## config.mk

```make
export PLATFORM = sky130hd
export DESIGN_NAME = uaaf_top
export DESIGN_NICKNAME = d
export VERILOG_FILES = /design/src/uaaf_pkg.sv /design/src/uaaf_top.sv
export SDC_FILE = /design/constraint.sdc
export NUM_CORES = 1
export LEC_CHECK = 0
export ABC_AREA = 1
export BUFFER_PORTS_ARGS = -buffer_cell sky130_fd_sc_hd__buf_2
export CAP_MARGIN = 5
export CORE_MARGIN = 10
export CORE_UTILIZATION = 30
export CTS_CLUSTER_DIAMETER = 50
export DETAILED_ROUTE_END_ITERATION = 6
export PLACE_DENSITY = 0.47
export SETUP_SLACK_MARGIN = 0.3
export SLEW_MARGIN = 20
export SYNTH_ARGS = -nofsm -noshare
export SYNTH_HDL_FRONTEND = slang
export SYNTH_SLANG_ARGS = --single-unit
```

## constraint.sdc

```tcl
create_clock -name CLK -period 4.5 [get_ports CLK]
set_input_delay 0.675 -clock CLK [delete_from_list [all_inputs] [get_ports CLK]]
set_output_delay 0.675 -clock CLK [all_outputs]
set_load 0.05 [all_outputs]
```

## src/uaaf_pkg.sv

```systemverilog
// Constants, types and state layout of the auto-baud asynchronous port
// ----------------------------------------------------------------------
// How it works
// - Auto-baud runs only in asynchronous mode, with wake-on-break set or clear.
// - A start bit while auto-baud is enabled begins a measurement.
// - Enabling auto-baud clears the divisor, then waits for a start.
// - Count from first rising edge; result stays in divisor at fifth.
// - Hardware clears auto-baud enable at the fifth rising edge.
// - Counter rollover sets overflow; software may set or clear it.
// - Rollover leaves measurement running and enable set.
// - Counter ticks at oscillator /512, /128, /128 or /32 by mode.
// - Both divisor bytes count as one 16-bit counter in measurement.
// - Receiver is held idle while measurement runs.
// - Receive-done rises at fifth edge; reading receive data clears it.
// - With wake-on-break set, measure the byte after the break.
// - Clearing the synchronous select bit gives asynchronous mode.
// - Frame is NRZ: one start, eight or nine data, one stop.
// - Data shifts least significant bit first both ways.
// - Transmitter and receiver run independently, same format and rate.
// - Baud clock is 4, 16 or 64 times the bit rate by mode.
// - No hardware parity; ninth bit is carried as plain data.
// - Polarity bits invert transmit line and sampled receive line.
// ----------------------------------------------------------------------
package uaaf_pkg;
  // Register indices
  localparam logic [2:0] ADDR_TX_CTRL   = 3'h0;
  localparam logic [2:0] ADDR_RX_CTRL   = 3'h1;
  localparam logic [2:0] ADDR_BAUD_CTRL = 3'h2;
  localparam logic [2:0] ADDR_DIV_LOW   = 3'h3;
  localparam logic [2:0] ADDR_DIV_HIGH  = 3'h4;
  localparam logic [2:0] ADDR_RX_DATA   = 3'h5;
  localparam logic [2:0] ADDR_TX_DATA   = 3'h6;
  localparam logic [2:0] ADDR_STATUS    = 3'h7;
  // Transmit control fields
  localparam int TXC_NINE  = 6;
  localparam int TXC_EN    = 5;
  localparam int TXC_SYNC  = 4;
  localparam int TXC_HS    = 2;
  localparam int TXC_EMPTY = 1;
  localparam int TXC_NINTH = 0;
  // Receive control fields
  localparam int RXC_NINE  = 6;
  localparam int RXC_EN    = 4;
  localparam int RXC_FERR  = 2;
  localparam int RXC_OERR  = 1;
  localparam int RXC_NINTH = 0;
  // Baud control fields
  localparam int BC_OVF  = 7;
  localparam int BC_IDLE = 6;
  localparam int BC_RXP  = 5;
  localparam int BC_TXP  = 4;
  localparam int BC_WIDE = 3;
  localparam int BC_WAKE = 1;
  localparam int BC_ABEN = 0;
  // Status fields
  localparam int ST_TXBE = 1;
  localparam int ST_DONE = 0;
  // Measurement prescaler terminal counts
  localparam logic [8:0] PRE_DIV512 = 9'h1ff;
  localparam logic [8:0] PRE_DIV128 = 9'h07f;
  localparam logic [8:0] PRE_DIV32  = 9'h01f;
  // Oversampling terminal counts
  localparam logic [5:0] OSR_X64 = 6'h3f;
  localparam logic [5:0] OSR_X16 = 6'h0f;
  localparam logic [5:0] OSR_X4  = 6'h03;
  // Rising edges in one calibration byte
  localparam logic [2:0] AB_EDGE_COUNT = 3'h5;

  typedef enum logic [2:0] {
    AB_IDLE  = 3'b000,
    AB_BREAK = 3'b001,
    AB_START = 3'b011,
    AB_FIRST = 3'b010,
    AB_COUNT = 3'b110
  } uaaf_ab_state_type;

  typedef enum logic [1:0] {
    SH_IDLE  = 2'b00,
    SH_START = 2'b01,
    SH_DATA  = 2'b11,
    SH_STOP  = 2'b10
  } uaaf_shift_state_type;

  typedef struct packed {
    logic                 nine_tx;
    logic                 tx_en;
    logic                 sync_mode;
    logic                 high_speed_sel;
    logic                 tx_ninth;
    logic                 nine_rx;
    logic                 rx_en;
    logic                 rx_ferr;
    logic                 rx_oerr;
    logic                 rx_ninth;
    logic                 autobaud_overflow;
    logic                 rx_polarity;
    logic                 tx_polarity;
    logic                 wide_divisor_sel;
    logic                 wake_on_break_en;
    logic                 autobaud_en;
    logic [15:0]          divisor;
    logic [7:0]           rx_data;
    logic                 rx_done_flag;
    logic [8:0]           tx_buf;
    logic                 tx_full;
    uaaf_ab_state_type    ab_state;
    logic [2:0]           ab_edges;
    logic [8:0]           ab_pre;
    logic                 break_low;
    logic [15:0]          brg_cnt;
    uaaf_shift_state_type rx_state;
    logic [5:0]           rx_os;
    logic [3:0]           rx_bits;
    logic [8:0]           rx_shift;
    uaaf_shift_state_type tx_state;
    logic [5:0]           tx_os;
    logic [3:0]           tx_bits;
    logic [8:0]           tx_shift;
    logic                 tx_line;
    logic                 rx_prev;
    logic                 tx_pin;
    logic [7:0]           rdata;
  } uaaf_state_type;

  localparam uaaf_state_type STATE_RESET = '{
    ab_state: AB_IDLE,
    rx_state: SH_IDLE,
    tx_state: SH_IDLE,
    tx_line:  1'b1,
    rx_prev:  1'b1,
    tx_pin:   1'b1,
    default:  '0
  };
endpackage

```

## src/uaaf_top.sv

```systemverilog
// Auto-baud asynchronous serial port core with its register port
`timescale 1ns/1ps
`default_nettype none
module uaaf_top #(
  parameter int DIV_WIDTH = 16            // Divisor counter width
) (
  input  wire logic       CLK,            // System clock, 20 MHz
  input  wire logic       NRST,           // Async reset, active low
  input  wire logic [2:0] ADDR,           // Register index
  input  wire logic [7:0] WDATA,          // Write data
  input  wire logic       WR,             // Write strobe
  input  wire logic       RD,             // Read strobe
  output logic      [7:0] RDATA,          // Read data, cycle after RD
  input  wire logic       RX,             // Receive line
  output logic            TX,             // Transmit line
  output logic            RX_DONE         // Receive-done flag level
);

  // --------------------------------------------------------------------
  // Elaboration check
  // --------------------------------------------------------------------
  if (DIV_WIDTH != 16) begin : g_chk
    $error("uaaf_top serves a 16-bit divisor only");
  end

  uaaf_pkg::uaaf_state_type s_reg;
  uaaf_pkg::uaaf_state_type s_next;

  logic       rx_now;
  logic       rise;
  logic       fall;
  logic [1:0] mode;
  logic [5:0] osr_m1;
  logic [5:0] osr_half;
  logic [8:0] ab_mask;
  logic [15:0] div_eff;
  logic       ab_busy;
  logic [3:0] rx_last;
  logic [3:0] tx_last;

  // --------------------------------------------------------------------
  // Line conditioning and mode decode
  // --------------------------------------------------------------------
  // Sampled receive line with polarity applied
  assign rx_now = RX ^ s_reg.rx_polarity;
  assign rise   = rx_now & ~s_reg.rx_prev;
  assign fall   = ~rx_now & s_reg.rx_prev;
  assign mode   = {s_reg.wide_divisor_sel, s_reg.high_speed_sel};
  assign ab_busy = s_reg.ab_state != uaaf_pkg::AB_IDLE;

  // Baud ticks per bit: x64, x16, or x4 with both selects set
  assign osr_m1 = (mode == 2'b00) ? uaaf_pkg::OSR_X64 :
                  (mode == 2'b11) ? uaaf_pkg::OSR_X4 :
                  uaaf_pkg::OSR_X16;
  assign osr_half = {1'b0, osr_m1[5:1]};

  // Measurement counter clock divider
  assign ab_mask = (mode == 2'b00) ? uaaf_pkg::PRE_DIV512 :
                   (mode == 2'b11) ? uaaf_pkg::PRE_DIV32 :
                   uaaf_pkg::PRE_DIV128;

  // Only the low byte divides in 8-bit mode
  assign div_eff = s_reg.wide_divisor_sel ? s_reg.divisor :
                   {8'h00, s_reg.divisor[7:0]};

  // Last data bit index, eight or nine bits
  assign rx_last = s_reg.nine_rx ? 4'h8 : 4'h7;
  assign tx_last = s_reg.nine_tx ? 4'h8 : 4'h7;

  // --------------------------------------------------------------------
  // Next-state logic
  // --------------------------------------------------------------------
  always_comb begin
    logic baud_tick;
    logic ovf_set;
    logic done_set;
    logic done_clr;
    logic rx_store;
    baud_tick = 1'b0;
    ovf_set   = 1'b0;
    done_set  = 1'b0;
    done_clr  = 1'b0;
    rx_store  = 1'b0;
    s_next    = s_reg;
    s_next.rx_prev = rx_now;

    // Register writes
    if (WR) begin
      case (ADDR)
        uaaf_pkg::ADDR_TX_CTRL: begin
          s_next.nine_tx        = WDATA[uaaf_pkg::TXC_NINE];
          s_next.tx_en          = WDATA[uaaf_pkg::TXC_EN];
          s_next.sync_mode      = WDATA[uaaf_pkg::TXC_SYNC];
          s_next.high_speed_sel = WDATA[uaaf_pkg::TXC_HS];
          s_next.tx_ninth       = WDATA[uaaf_pkg::TXC_NINTH];
        end
        uaaf_pkg::ADDR_RX_CTRL: begin
          s_next.nine_rx = WDATA[uaaf_pkg::RXC_NINE];
          s_next.rx_en   = WDATA[uaaf_pkg::RXC_EN];
          s_next.rx_ferr = s_reg.rx_ferr & WDATA[uaaf_pkg::RXC_FERR];
          s_next.rx_oerr = s_reg.rx_oerr & WDATA[uaaf_pkg::RXC_OERR];
        end
        uaaf_pkg::ADDR_BAUD_CTRL: begin
          s_next.autobaud_overflow = WDATA[uaaf_pkg::BC_OVF];
          s_next.rx_polarity      = WDATA[uaaf_pkg::BC_RXP];
          s_next.tx_polarity      = WDATA[uaaf_pkg::BC_TXP];
          s_next.wide_divisor_sel = WDATA[uaaf_pkg::BC_WIDE];
          s_next.wake_on_break_en = WDATA[uaaf_pkg::BC_WAKE];
          s_next.autobaud_en      = WDATA[uaaf_pkg::BC_ABEN];
        end
        uaaf_pkg::ADDR_DIV_LOW: begin
          if (!ab_busy) begin
            s_next.divisor[7:0] = WDATA;
          end
        end
        uaaf_pkg::ADDR_DIV_HIGH: begin
          if (!ab_busy) begin
            s_next.divisor[15:8] = WDATA;
          end
        end
        uaaf_pkg::ADDR_TX_DATA: begin
          // Transmit buffer is locked out during measurement
          if (!s_reg.autobaud_en && !s_reg.tx_full) begin
            s_next.tx_buf  = {s_reg.tx_ninth, WDATA};
            s_next.tx_full = 1'b1;
          end
        end
        default: begin
        end
      endcase
    end

    // Register reads, data stand for one cycle only
    s_next.rdata = 8'h00;
    if (RD) begin
      case (ADDR)
        uaaf_pkg::ADDR_TX_CTRL: begin
          s_next.rdata[uaaf_pkg::TXC_NINE]  = s_reg.nine_tx;
          s_next.rdata[uaaf_pkg::TXC_EN]    = s_reg.tx_en;
          s_next.rdata[uaaf_pkg::TXC_SYNC]  = s_reg.sync_mode;
          s_next.rdata[uaaf_pkg::TXC_HS]    = s_reg.high_speed_sel;
          s_next.rdata[uaaf_pkg::TXC_EMPTY] =
            s_reg.tx_state == uaaf_pkg::SH_IDLE;
          s_next.rdata[uaaf_pkg::TXC_NINTH] = s_reg.tx_ninth;
        end
        uaaf_pkg::ADDR_RX_CTRL: begin
          s_next.rdata[uaaf_pkg::RXC_NINE]  = s_reg.nine_rx;
          s_next.rdata[uaaf_pkg::RXC_EN]    = s_reg.rx_en;
          s_next.rdata[uaaf_pkg::RXC_FERR]  = s_reg.rx_ferr;
          s_next.rdata[uaaf_pkg::RXC_OERR]  = s_reg.rx_oerr;
          s_next.rdata[uaaf_pkg::RXC_NINTH] = s_reg.rx_ninth;
        end
        uaaf_pkg::ADDR_BAUD_CTRL: begin
          s_next.rdata[uaaf_pkg::BC_OVF]  = s_reg.autobaud_overflow;
          s_next.rdata[uaaf_pkg::BC_IDLE] =
            s_reg.rx_state == uaaf_pkg::SH_IDLE;
          s_next.rdata[uaaf_pkg::BC_RXP]  = s_reg.rx_polarity;
          s_next.rdata[uaaf_pkg::BC_TXP]  = s_reg.tx_polarity;
          s_next.rdata[uaaf_pkg::BC_WIDE] = s_reg.wide_divisor_sel;
          s_next.rdata[uaaf_pkg::BC_WAKE] = s_reg.wake_on_break_en;
          s_next.rdata[uaaf_pkg::BC_ABEN] = s_reg.autobaud_en;
        end
        uaaf_pkg::ADDR_DIV_LOW: begin
          s_next.rdata = s_reg.divisor[7:0];
        end
        uaaf_pkg::ADDR_DIV_HIGH: begin
          s_next.rdata = s_reg.divisor[15:8];
        end
        uaaf_pkg::ADDR_RX_DATA: begin
          s_next.rdata = s_reg.rx_data;
          done_clr     = 1'b1;
        end
        uaaf_pkg::ADDR_STATUS: begin
          s_next.rdata[uaaf_pkg::ST_TXBE] = ~s_reg.tx_full;
          s_next.rdata[uaaf_pkg::ST_DONE] = s_reg.rx_done_flag;
        end
        default: begin
        end
      endcase
    end

    // Baud generator, stopped while it serves as measurement counter
    if (!ab_busy) begin
      if (s_reg.brg_cnt == 16'h0000) begin
        s_next.brg_cnt = div_eff;
        baud_tick      = 1'b1;
      end else begin
        s_next.brg_cnt = s_reg.brg_cnt - 16'h0001;
      end
    end else begin
      s_next.brg_cnt = 16'h0000;
    end

    // Auto-baud measurement sequencer
    if (ab_busy && !s_reg.autobaud_en) begin
      s_next.ab_state = uaaf_pkg::AB_IDLE;
    end else begin
      case (s_reg.ab_state)
        uaaf_pkg::AB_IDLE: begin
          // Only asynchronous mode may calibrate
          if (s_reg.autobaud_en && !s_reg.sync_mode) begin
            s_next.divisor   = 16'h0000;
            s_next.break_low = 1'b0;
            s_next.ab_state  = s_reg.wake_on_break_en ?
                               uaaf_pkg::AB_BREAK : uaaf_pkg::AB_START;
          end
        end
        uaaf_pkg::AB_BREAK: begin
          // Let the break pass, then measure the next byte
          if (!rx_now) begin
            s_next.break_low = 1'b1;
          end else if (s_reg.break_low) begin
            s_next.wake_on_break_en = 1'b0;
            s_next.ab_state         = uaaf_pkg::AB_START;
          end
        end
        uaaf_pkg::AB_START: begin
          if (!rx_now) begin
            s_next.ab_state = uaaf_pkg::AB_FIRST;
          end
        end
        uaaf_pkg::AB_FIRST: begin
          if (rise) begin
            s_next.ab_state = uaaf_pkg::AB_COUNT;
            s_next.ab_edges = 3'h1;
            s_next.ab_pre   = 9'h000;
          end
        end
        uaaf_pkg::AB_COUNT: begin
          s_next.ab_pre = s_reg.ab_pre + 9'h001;
          if (s_reg.ab_pre == ab_mask) begin
            s_next.ab_pre  = 9'h000;
            s_next.divisor = s_reg.divisor + 16'h0001;
            // Wrap keeps counting; enable is left alone
            if (s_reg.divisor == 16'hffff) begin
              ovf_set = 1'b1;
            end
          end
          if (rise) begin
            s_next.ab_edges = s_reg.ab_edges + 3'h1;
            if (s_reg.ab_edges == uaaf_pkg::AB_EDGE_COUNT - 3'h1) begin
              s_next.autobaud_en = 1'b0;
              s_next.ab_state    = uaaf_pkg::AB_IDLE;
              done_set           = 1'b1;
            end
          end
        end
        default: begin
          s_next.ab_state = uaaf_pkg::AB_IDLE;
        end
      endcase
    end

    // Receiver, own bit timer; held idle during measurement
    if (ab_busy || s_reg.autobaud_en || !s_reg.rx_en) begin
      s_next.rx_state = uaaf_pkg::SH_IDLE;
    end else begin
      case (s_reg.rx_state)
        uaaf_pkg::SH_IDLE: begin
          if (fall) begin
            s_next.rx_state = uaaf_pkg::SH_START;
            s_next.rx_os    = 6'h00;
          end
        end
        uaaf_pkg::SH_START: begin
          if (baud_tick) begin
            s_next.rx_os = s_reg.rx_os + 6'h01;
            // Mid start bit: false start returns to idle
            if (s_reg.rx_os == osr_half) begin
              s_next.rx_os    = 6'h00;
              s_next.rx_bits  = 4'h0;
              s_next.rx_state = rx_now ? uaaf_pkg::SH_IDLE :
                                uaaf_pkg::SH_DATA;
            end
          end
        end
        uaaf_pkg::SH_DATA: begin
          if (baud_tick) begin
            s_next.rx_os = s_reg.rx_os + 6'h01;
            if (s_reg.rx_os == osr_m1) begin
              s_next.rx_os    = 6'h00;
              s_next.rx_shift = {rx_now, s_reg.rx_shift[8:1]};
              s_next.rx_bits  = s_reg.rx_bits + 4'h1;
              if (s_reg.rx_bits == rx_last) begin
                s_next.rx_state = uaaf_pkg::SH_STOP;
              end
            end
          end
        end
        uaaf_pkg::SH_STOP: begin
          if (baud_tick) begin
            s_next.rx_os = s_reg.rx_os + 6'h01;
            if (s_reg.rx_os == osr_m1) begin
              rx_store        = 1'b1;
              s_next.rx_state = uaaf_pkg::SH_IDLE;
            end
          end
        end
        default: begin
          s_next.rx_state = uaaf_pkg::SH_IDLE;
        end
      endcase
    end

    // Received byte; ninth bit kept raw, no parity check
    if (rx_store) begin
      if (s_reg.rx_done_flag && !done_clr) begin
        s_next.rx_oerr = 1'b1;
      end else begin
        // Nine bits fill the whole shifter, eight leave bit 0 stale
        s_next.rx_data  = s_reg.nine_rx ? s_reg.rx_shift[7:0] :
                          s_reg.rx_shift[8:1];
        s_next.rx_ninth = s_reg.nine_rx & s_reg.rx_shift[8];
        s_next.rx_ferr  = ~rx_now;
        done_set        = 1'b1;
      end
    end

    // Transmitter, own bit timer, shares rate and format
    case (s_reg.tx_state)
      uaaf_pkg::SH_IDLE: begin
        if (s_reg.tx_full && s_reg.tx_en && !ab_busy) begin
          s_next.tx_shift = s_reg.tx_buf;
          s_next.tx_full  = 1'b0;
          s_next.tx_os    = 6'h00;
          s_next.tx_bits  = 4'h0;
          s_next.tx_line  = 1'b0;
          s_next.tx_state = uaaf_pkg::SH_START;
        end
      end
      uaaf_pkg::SH_START: begin
        if (baud_tick) begin
          s_next.tx_os = s_reg.tx_os + 6'h01;
          if (s_reg.tx_os == osr_m1) begin
            s_next.tx_os    = 6'h00;
            s_next.tx_line  = s_reg.tx_shift[0];
            s_next.tx_shift = {1'b0, s_reg.tx_shift[8:1]};
            s_next.tx_state = uaaf_pkg::SH_DATA;
          end
        end
      end
      uaaf_pkg::SH_DATA: begin
        if (baud_tick) begin
          s_next.tx_os = s_reg.tx_os + 6'h01;
          if (s_reg.tx_os == osr_m1) begin
            s_next.tx_os   = 6'h00;
            s_next.tx_bits = s_reg.tx_bits + 4'h1;
            if (s_reg.tx_bits == tx_last) begin
              s_next.tx_line  = 1'b1;
              s_next.tx_state = uaaf_pkg::SH_STOP;
            end else begin
              s_next.tx_line  = s_reg.tx_shift[0];
              s_next.tx_shift = {1'b0, s_reg.tx_shift[8:1]};
            end
          end
        end
      end
      uaaf_pkg::SH_STOP: begin
        if (baud_tick) begin
          s_next.tx_os = s_reg.tx_os + 6'h01;
          if (s_reg.tx_os == osr_m1) begin
            s_next.tx_state = uaaf_pkg::SH_IDLE;
          end
        end
      end
      default: begin
        s_next.tx_state = uaaf_pkg::SH_IDLE;
        s_next.tx_line  = 1'b1;
      end
    endcase

    // Hardware events win over software clears
    if (done_clr) begin
      s_next.rx_done_flag = 1'b0;
    end
    if (done_set) begin
      s_next.rx_done_flag = 1'b1;
    end
    if (ovf_set) begin
      s_next.autobaud_overflow = 1'b1;
    end

    // Pin driven from a flop, polarity applied
    s_next.tx_pin = s_next.tx_line ^ s_next.tx_polarity;
  end

  // --------------------------------------------------------------------
  // State register
  // --------------------------------------------------------------------
  always_ff @(posedge CLK or negedge NRST) begin
    if (!NRST) begin
      s_reg <= uaaf_pkg::STATE_RESET;
    end else begin
      s_reg <= s_next;
    end
  end

  // Outputs
  assign RDATA   = s_reg.rdata;
  assign TX      = s_reg.tx_pin;
  assign RX_DONE = s_reg.rx_done_flag;

endmodule
`default_nettype wire

```

* Word-level counts from Yosys, hierarchy flattened *
Index checks and enable logic that the tools add are counted.
Widths: inputs -> output; s select.

storage, ports and cells
  bits in registers = 136
  logic and storage cells = 274
  input port bits = 16

cells by class
  bitwise operators = 13
  add/subtract/negate cells = 8
  multiplexer cells = 108
  equality and inequality tests = 60
  reduce and logical (&&, ||, !) cells = 47

operators with widths
  kind                   number
  $mux 22                4
  $mux 8                 11
  $mux 16                5
  $pmux 8 s4             2
  $mux 21                2
  $ne 3x3->1 const B     14
  $mux 1                 38
  $ne 2x2->1 const B     18
  $pmux 16 s2            1
  $pmux 10 s3            1
  $mux 9                 3
  $mux 12                2
  $pmux 12 s2            1
  $mux 3                 7
  $mux 10                2
  $reduce_and 4->1       5
  $eq 3x3->1 const B     6
  $mux 18                1
  $mux 2                 9
  $mux 6                 3
  $add 16x1->16 const B  1
  $eq 16x16->1 const B   1
  $logic_not 16->1       1
  $pmux 4 s2             2
  40 further kinds       96

* Longest topological paths before layout *
Gate-level depths: netlist of run 1.

  depth after elaboration = 10
  mapped depth = 13
  mapped depth without buffers = 12

* Worst setup path after synthesis of run 1 *
OpenSTA, ideal clock, no wires.

  kind = input -> register
  start point = input port ADDR[0]
  end point = register s_reg[117] (netlist bit)
  cell stages on the path = 8
  data arrival time = 1.715 ns
  path slack = 2.716 ns
  required time = 4.431 ns
  library setup time = 0.069 ns
  path buffers = 1
  path through = buf_2 -> inv_1 -> nand3_1 -> nor2_2 -> nand2_1 -> a22oi_1 -> nand3_1 -> nand3_1

RTL lines
  item                  RTL line         RTL
  start, declared       uaaf_top.sv:9    input wire logic [2:0] ADDR,
  end signal, assigned  uaaf_top.sv:392  s_reg <= uaaf_pkg::STATE_RESET;
  end signal, assigned  uaaf_top.sv:394  s_reg <= s_next;
  end, declared         uaaf_top.sv:26   uaaf_pkg::uaaf_state_type s_reg;

==> results of run 1 <==
[worst min path at each step]
stage	startpoint	endpoint	slack [ns]	depth (start not counted)
2_1_floorplan	NRST	RDATA[0]	0.38	0
3_3_place_gp	s_reg[11]	s_reg[11]	0.47	2
3_5_place_dp	s_reg[11]	s_reg[11]	0.47	2
4_1_cts	NRST	s_reg[27]	0.25	1
5_1_grt	NRST	s_reg[27]	0.26	1
6_report	NRST	s_reg[27]	0.22	1
[per-layer routing]
| layer | vias to the layer above | GRT usage (%) | part of all wire (%) |
|---|---|---|---|
| met5 | - | 0 | 0 |
| met4 | 0 | 4.20 | 1.6 |
| met3 | 23 | 2.65 | 4.3 |
| met2 | 160 | 21.5 | 45 |
| met1 | 3360 | 19.9 | 49 |
| li1 | 3471 | - | - |
[cell usage in the layout, fill, tap and decap left out, types with 3 or more instances in the layout]
cell       synthesis  routed
xor2_1            20      20
ha_1               9       9
inv_2              8       8
dfrtp_1          133     133
o22ai_1           16      16
buf_2              8      24
a22oi_1           10      10
inv_1            118     118
inv_6              0       5
nor2_1            87      87
nand4_1           21      21
nor3_1            18      18
nand2_4            4       4
o21ai_0           81      81
inv_4              3       3
nor2_2            11      11
nand3_2            5       5
o21ai_1           12      12
nand2_1          260     260
nand3b_1           4       4
dfstp_2            3       3
nor2_4            11      11
xnor2_1            7       7
clkbuf_16          0      17
a31oi_1            3       3
nand2_2           16      16
a211oi_1           5       5
nand3_1          109     109
a21oi_1           26      26
[per-stage QoR]
stage | area [µm²] | setup WS (ns)
6_report | 8980 | 1.72
5_1_grt | 8980 | 1.47
4_1_cts | 8980 | 1.73
3_3_place_gp | 8390 | 1.82
3_5_place_dp | 8390 | 1.77
2_1_floorplan | 7990 | 2.72
[cell type report]
cell class                 count  area [µm²]
fill                        2817       17100
multi-input combinational    758        3910
sequential                   136        3410
inverter                     130         495
clock buffer                  18         439
tap                          335         419
clock inverter                14         160
timing repair buffer          27         159
[power groups by stage]
stage	clock, µW	sequential [µW]	combinational, µW
floorplan	0	1720	1250
global placement	0	1830	1650
detailed placement	0	1820	1640
CTS	1480	1800	1650
global route	1540	1850	1870
finish	1450	1810	1650
[critical path, stage by stage, from the launching register on]
cell,delay (ns)
dfrtp_1,0.46
inv_2,0.15
nand2_4,0.19
nand2_1,0.73
inv_1,0.20
nor3_2,0.69
nand3_1,0.16
o21ai_0,0.12
[cell families (layout without fill, tap and decap cells)]
logic type | count (synthesis) | count (layout) | synth area share, %
and+or+nand+nor | 556 | 556 | 32.4
AOI/OAI and AO/OA | 164 | 164 | 11.7
buffers and inverters | 159 | 189 | 8.53
DFF | 136 | 136 | 42.6
xor gates and xnor gates | 28 | 28 | 3.16
adders and majority gates | 9 | 9 | 1.41
muxes | 1 | 1 | 0.141
==> results.json, run 1 <==
{
  "status": "finished with violations",
  "violations": "DRC",
  "p_clk_share_pct": 29.6,
  "required_ns": 4.84,
  "first_iter_violations": 648,
  "first_pass_iters": 7,
  "yosysUniqueCellTypes": 50,
  "drive_gt1_share_pct": 12.2,
  "synth_top_area_share_pct": 41.6,
  "syn_avg_cell_area_um2": 7.59,
  "grt_setup_unrepaired": "no",
  "seq_area_frac_synth_pct": 42.6,
  "groute.usage.overall_pct": 14.1,
  "ctsHoldBuffers": 0,
  "dr_total_vias": 7014,
  "p_sw_share_pct": 42.1,
  "max_freq_mhz": 360,
  "clk_pin_slew_worst_paths_ns": 0.07,
  "synthTopCellsByArea": "dfrtp_1 42%, nand2_1 12%, nand3_1 6.8%",
  "port_buffers": 25,
  "grt_pass1_vias": 6735,
  "place_hpwl_um": 17100,
  "clk_path_buf_depth": 2,
  "max_slew_margin_pct": 38.8,
  "reg2reg_to": "s_reg[106]",
  "period_needed_ns": 2.78,
  "insertion_delay_ns": 0.44,
  "core_area_um2": 26100,
  "fin_worst_skew_ns": 0.0198,
  "cts_buffers": 17,
  "routed_wl_um": 23200,
  "gp_congestion": 0.879,
  "worstMarginPinSlew_ns": 0.916,
  "path_class": "flop to flop",
  "synth_edf_count": 0,
  "internal_power_uw": 2840,
  "die_x_um": 183,
  "cp-endpoint": "s_reg[106]",
  "yosysTopAreaCell": "dfrtp_1",
  "num_antenna_cells": 0,
  "hold_violations": 0,
  "rrSetupSlack_ns": 1.72,
  "synth_seq_cells": 136,
  "pwr-share-seq_pct": 36.8,
  "start_util_pct": 30.6,
  "worstPathArrival_ns": 3.12,
  "yosys.cell_count.top_type": "nand2_1",
  "largest_reg_flops": 124,
  "reg2reg_depth": 7,
  "end_kind": "flop",
  "cts_setup_buffers": 0,
  "grt_max_degree": 77,
  "slew_viol_final": 0,
  "regToRegStartpoint": "s_reg[84]",
  "power_leakage_uw": 0.00433,
  "final_cells": 1418,
  "drc_errors": 2,
  "period_share_pct": 61.8,
  "viasPerCell": 4.95,
  "final_nets": 1095,
  "max-cap-violations": 0,
  "fin_total_pwr_uw": 4910,
  "setup_tns_ns": 0,
  "wl_per_cell_um": 16.4,
  "antenna_found_initial": 0,
  "worstHoldPathType": "input pin to asynchronous set/reset pin",
  "grt_first_pass_wirelength_um": 37800,
  "cts.sinks": 136,
  "dp_cells": 1386,
  "fp.dieH_um": 183,
  "startpoint": "s_reg[84]",
  "combinationalPowerShare_pct": 33.6,
  "rows": 59,
  "ys.flop_type": "dfrtp_1",
  "synthCells": 1053,
  "netlist_area_um2": 7990,
  "gr-total-overflow": 0,
  "powerDensity_nw_per_um2": 546,
  "final_util_pct": 34.4,
  "cts_tree": "done",
  "vdd.ir_drop.worst_mv": 0.255,
  "setup_viol": 0,
  "htreeDepth": 4,
  "die_area_um2": 33600,
  "switching_power_uw": 2060,
  "cp_max_fo": 25,
  "syn_to_final_growth_pct": 12.4,
  "antenna_left": 0,
  "synth_common_cells": "260 x nand2_1, 133 x dfrtp_1, 118 x inv_1",
  "root_buffer": "clkbuf_16",
  "holdWs_ns": 0.219,
  "yosys_warnings": 0,
  "cts-resized-gates": 0,
  "ios": 26,
  "startpoint_type": "flop",
  "synth_nets": 1078,
  "ys_async_sr_fraction_pct": 100
}
(Power assumes the default switching activity.)
==> run 2: changes to the inputs <==
--- a/config.mk
+++ b/config.mk
@@ -5,7 +5,7 @@
 export SDC_FILE = /design/constraint.sdc
 export NUM_CORES = 1
 export LEC_CHECK = 0
-export ABC_AREA = 1
+export ABC_AREA = 0
 export BUFFER_PORTS_ARGS = -buffer_cell sky130_fd_sc_hd__buf_2
 export CAP_MARGIN = 5
 export CORE_MARGIN = 10
==> constraint.sdc (replaced) <==
create_clock -name CLK -period 2.9 [get_ports CLK]
set_input_delay 0.435 -clock CLK [delete_from_list [all_inputs] [get_ports CLK]]
set_output_delay 0.435 -clock CLK [all_outputs]
set_load 0.05 [all_outputs]
==> run 2 against run 1 <==
The run ends with hold timing left. Final area up 2.3%. Worst hold slack worse by 0.22 ns. Synthesized cell count down 26%. Combinational power up 38%. Sequential power up 61%. Clock skew up 0.0027 ns. First-iteration DRC count down 29%. Sequential cell count unchanged. Routed wire length down 3.7%. Die area down 5.2%. Largest power group unchanged.
==> results.json, run 2 <==
{
  "yosys_warnings": 0,
  "die_x_um": 178,
  "period_share_pct": 93.1,
  "netlist_area_um2": 7520,
  "clk_path_buf_depth": 2,
  "rows": 57,
  "final_cells": 1176,
  "setup_tns_ns": 0,
  "dpl_cell_area_um2": 8230,
  "seq_area_frac_synth_pct": 45.3,
  "synthTopCellsByArea": "dfrtp_1 44%, mux2_2 5.2%, nand2_1 4.1%",
  "violations": "hold timing",
  "end_kind": "flop",
  "worstPathArrival_ns": 3.05,
  "final_common_cell": "dfrtp_1",
  "fin_area_um2": 9200,
  "worstHoldPathType": "input pin to asynchronous set/reset pin",
  "yosys.cell_count.top_type": "dfrtp_1",
  "synth_nets": 803,
  "grt_setup_unrepaired": "yes",
  "largest_reg_flops": 124,
  "place_hpwl_um": 15600,
  "hold_violations": 1,
  "core_area_um2": 24500,
  "fin_total_pwr_uw": 7520,
  "ctsHoldBuffers": 0,
  "final_nets": 864,
  "syn_to_final_growth_pct": 22.2,
  "power_leakage_uw": 0.00401,
  "yosysTopAreaCell": "dfrtp_1",
  "status": "finished with violations",
  "viasPerCell": 5.28,
  "groute.usage.overall_pct": 14.2,
  "holdWs_ns": -0.000330,
  "startpoint": "s_reg[61]",
  "cts.sinks": 136,
  "startpoint_type": "flop",
  "gp_congestion": 0.857,
  "ios": 26,
  "synth_edf_count": 0,
  "ys_async_sr_fraction_pct": 100,
  "first_pass_iters": 4,
  "ys.flop_type": "dfrtp_1",
  "start_util_pct": 30.7,
  "powerDensity_nw_per_um2": 817,
  "layout_common_cells": "132 x dfrtp_1, 73 x nand2_1, 52 x nor2_1, 47 x buf_4, 36 x nand3_1",
  "insertion_delay_ns": 0.44,
  "slew_viol_final": 0,
  "yosysUniqueCellTypes": 67,
  "cts_buffers": 17,
  "wl_per_cell_um": 19.0,
  "drc_errors": 0,
  "port_buffers": 25,
  "dr_total_vias": 6213,
  "cp_max_fo": 5,
  "required_ns": 3.25,
  "worstMarginPinSlew_ns": 0.864,
  "root_buffer": "clkbuf_16",
  "syn_avg_cell_area_um2": 9.67,
  "grt_max_degree": 60,
  "grt_first_pass_wirelength_um": 35200,
  "gr-total-overflow": 0,
  "fin_worst_skew_ns": 0.0224,
  "cts_tree": "done",
  "regToRegStartpoint": "s_reg[61]",
  "num_antenna_cells": 0,
  "dp_cells": 1122,
  "max_freq_mhz": 370,
  "clk_pin_slew_worst_paths_ns": 0.07,
  "synth_top_area_share_pct": 44.2,
  "max-cap-violations": 0,
  "period_needed_ns": 2.70,
  "antenna_left": 0,
  "path_class": "flop to flop",
  "first_iter_violations": 460,
  "drive_gt1_share_pct": 24.6,
  "synth_common_cells": "133 x dfrtp_1, 82 x nand2_1, 54 x nor2_1",
  "vdd.ir_drop.worst_mv": 0.347,
  "setup_viol": 0,
  "routed_wl_um": 22400,
  "synth_seq_cells": 136,
  "final_util_pct": 37.5,
  "grt_pass1_vias": 6099,
  "htreeDepth": 4,
  "max_slew_margin_pct": 42.0,
  "fp.dieH_um": 178,
  "die_area_um2": 31800,
  "antenna_found_initial": 0,
  "synthCells": 778
}
run 2: cell types whose count changed after synthesis, sizes merged, moves of 14 or more:
cell,delta
clkbuf,+21
inv,-114
mux2,+34
mux2i,+24
nand2,-198
nand3,-80
nand4,-16
nor2,-56
nor3,+14
o21ai,-54
xor2,-16
run 2: what timing repair did:
action                                 in CTS  in global routing
setup endpoints to repair                  29                 42
endpoints found under the hold margin       0                  0
buffers inserted                            9                  8
resized for setup                           9                 27
gates cloned                                4                  1
pin swaps                                   3                 13
run 2: final cells by class:
cell class,count,area (µm²)
clock buffer,18,439
clock inverter,14,188
timing repair buffer,84,674
multi-input combinational,585,4020
fill,2523,15300
inverter,15,56.3
sequential,136,3410
tap,324,405
run 2: metal layers:
metal  track usage (%)  share of wire, %  vias to the layer above
met5                 0                 0                        -
met4              4.34               1.2                        0
met3              3.19               4.6                       17
met2              21.8                46                      125
met1              19.5                48                     3070
li1                  -                 -                     3001
run 2: through the flow:
stage | hold WS, ns | setup slack (ns)
after floorplan | 0.139 | 0.153
after global placement | 0.471 | 0.111
after detailed placement | 0.468 | 0.0926
after CTS | 0.0126 | 0.197
after global routing | 0.0250 | 0.113
final | -0.000330 | 0.199
run 2: report_power, final:
part / total, µW / internal [µW] / switching [µW]
registers: 2910 / 2340 / 573
clock network: 2330 / 1400 / 930
logic: 2270 / 1050 / 1220
run 2: cells by family after synthesis:
kind of cell | Yosys count | share of synthesized area [%]
xor+xnor | 19 | 2.21
simple gates | 301 | 20.2
buf+inv | 60 | 3.77
fa+ha+maj | 9 | 1.50
mux | 61 | 9.03
flops | 136 | 45.3
compound gates | 192 | 18.0
run 2: final timing paths:
check	slack, ns	end	cells past startpoint
hold / removal	-0.0003	s_reg[29]	1
hold reg to reg	0.48	s_reg[11]	1
setup reg to reg	0.20	s_reg[49]	9
max in group asynchronous	2.10	s_reg[10]	2
min in group CLK	0.32	RDATA[0]	2
setup / recovery	0.20	s_reg[49]	9
run 2: critical path: stages, from the launching register on:
cell	delay, ns
dfrtp_1	0.38
or4_4	0.54
or4_4	0.53
buf_4	0.16
buf_6	0.11
nor4_4	0.27
o21ai_2	0.11
buf_6	0.15
nand2b_4	0.15
o31ai_1	0.23
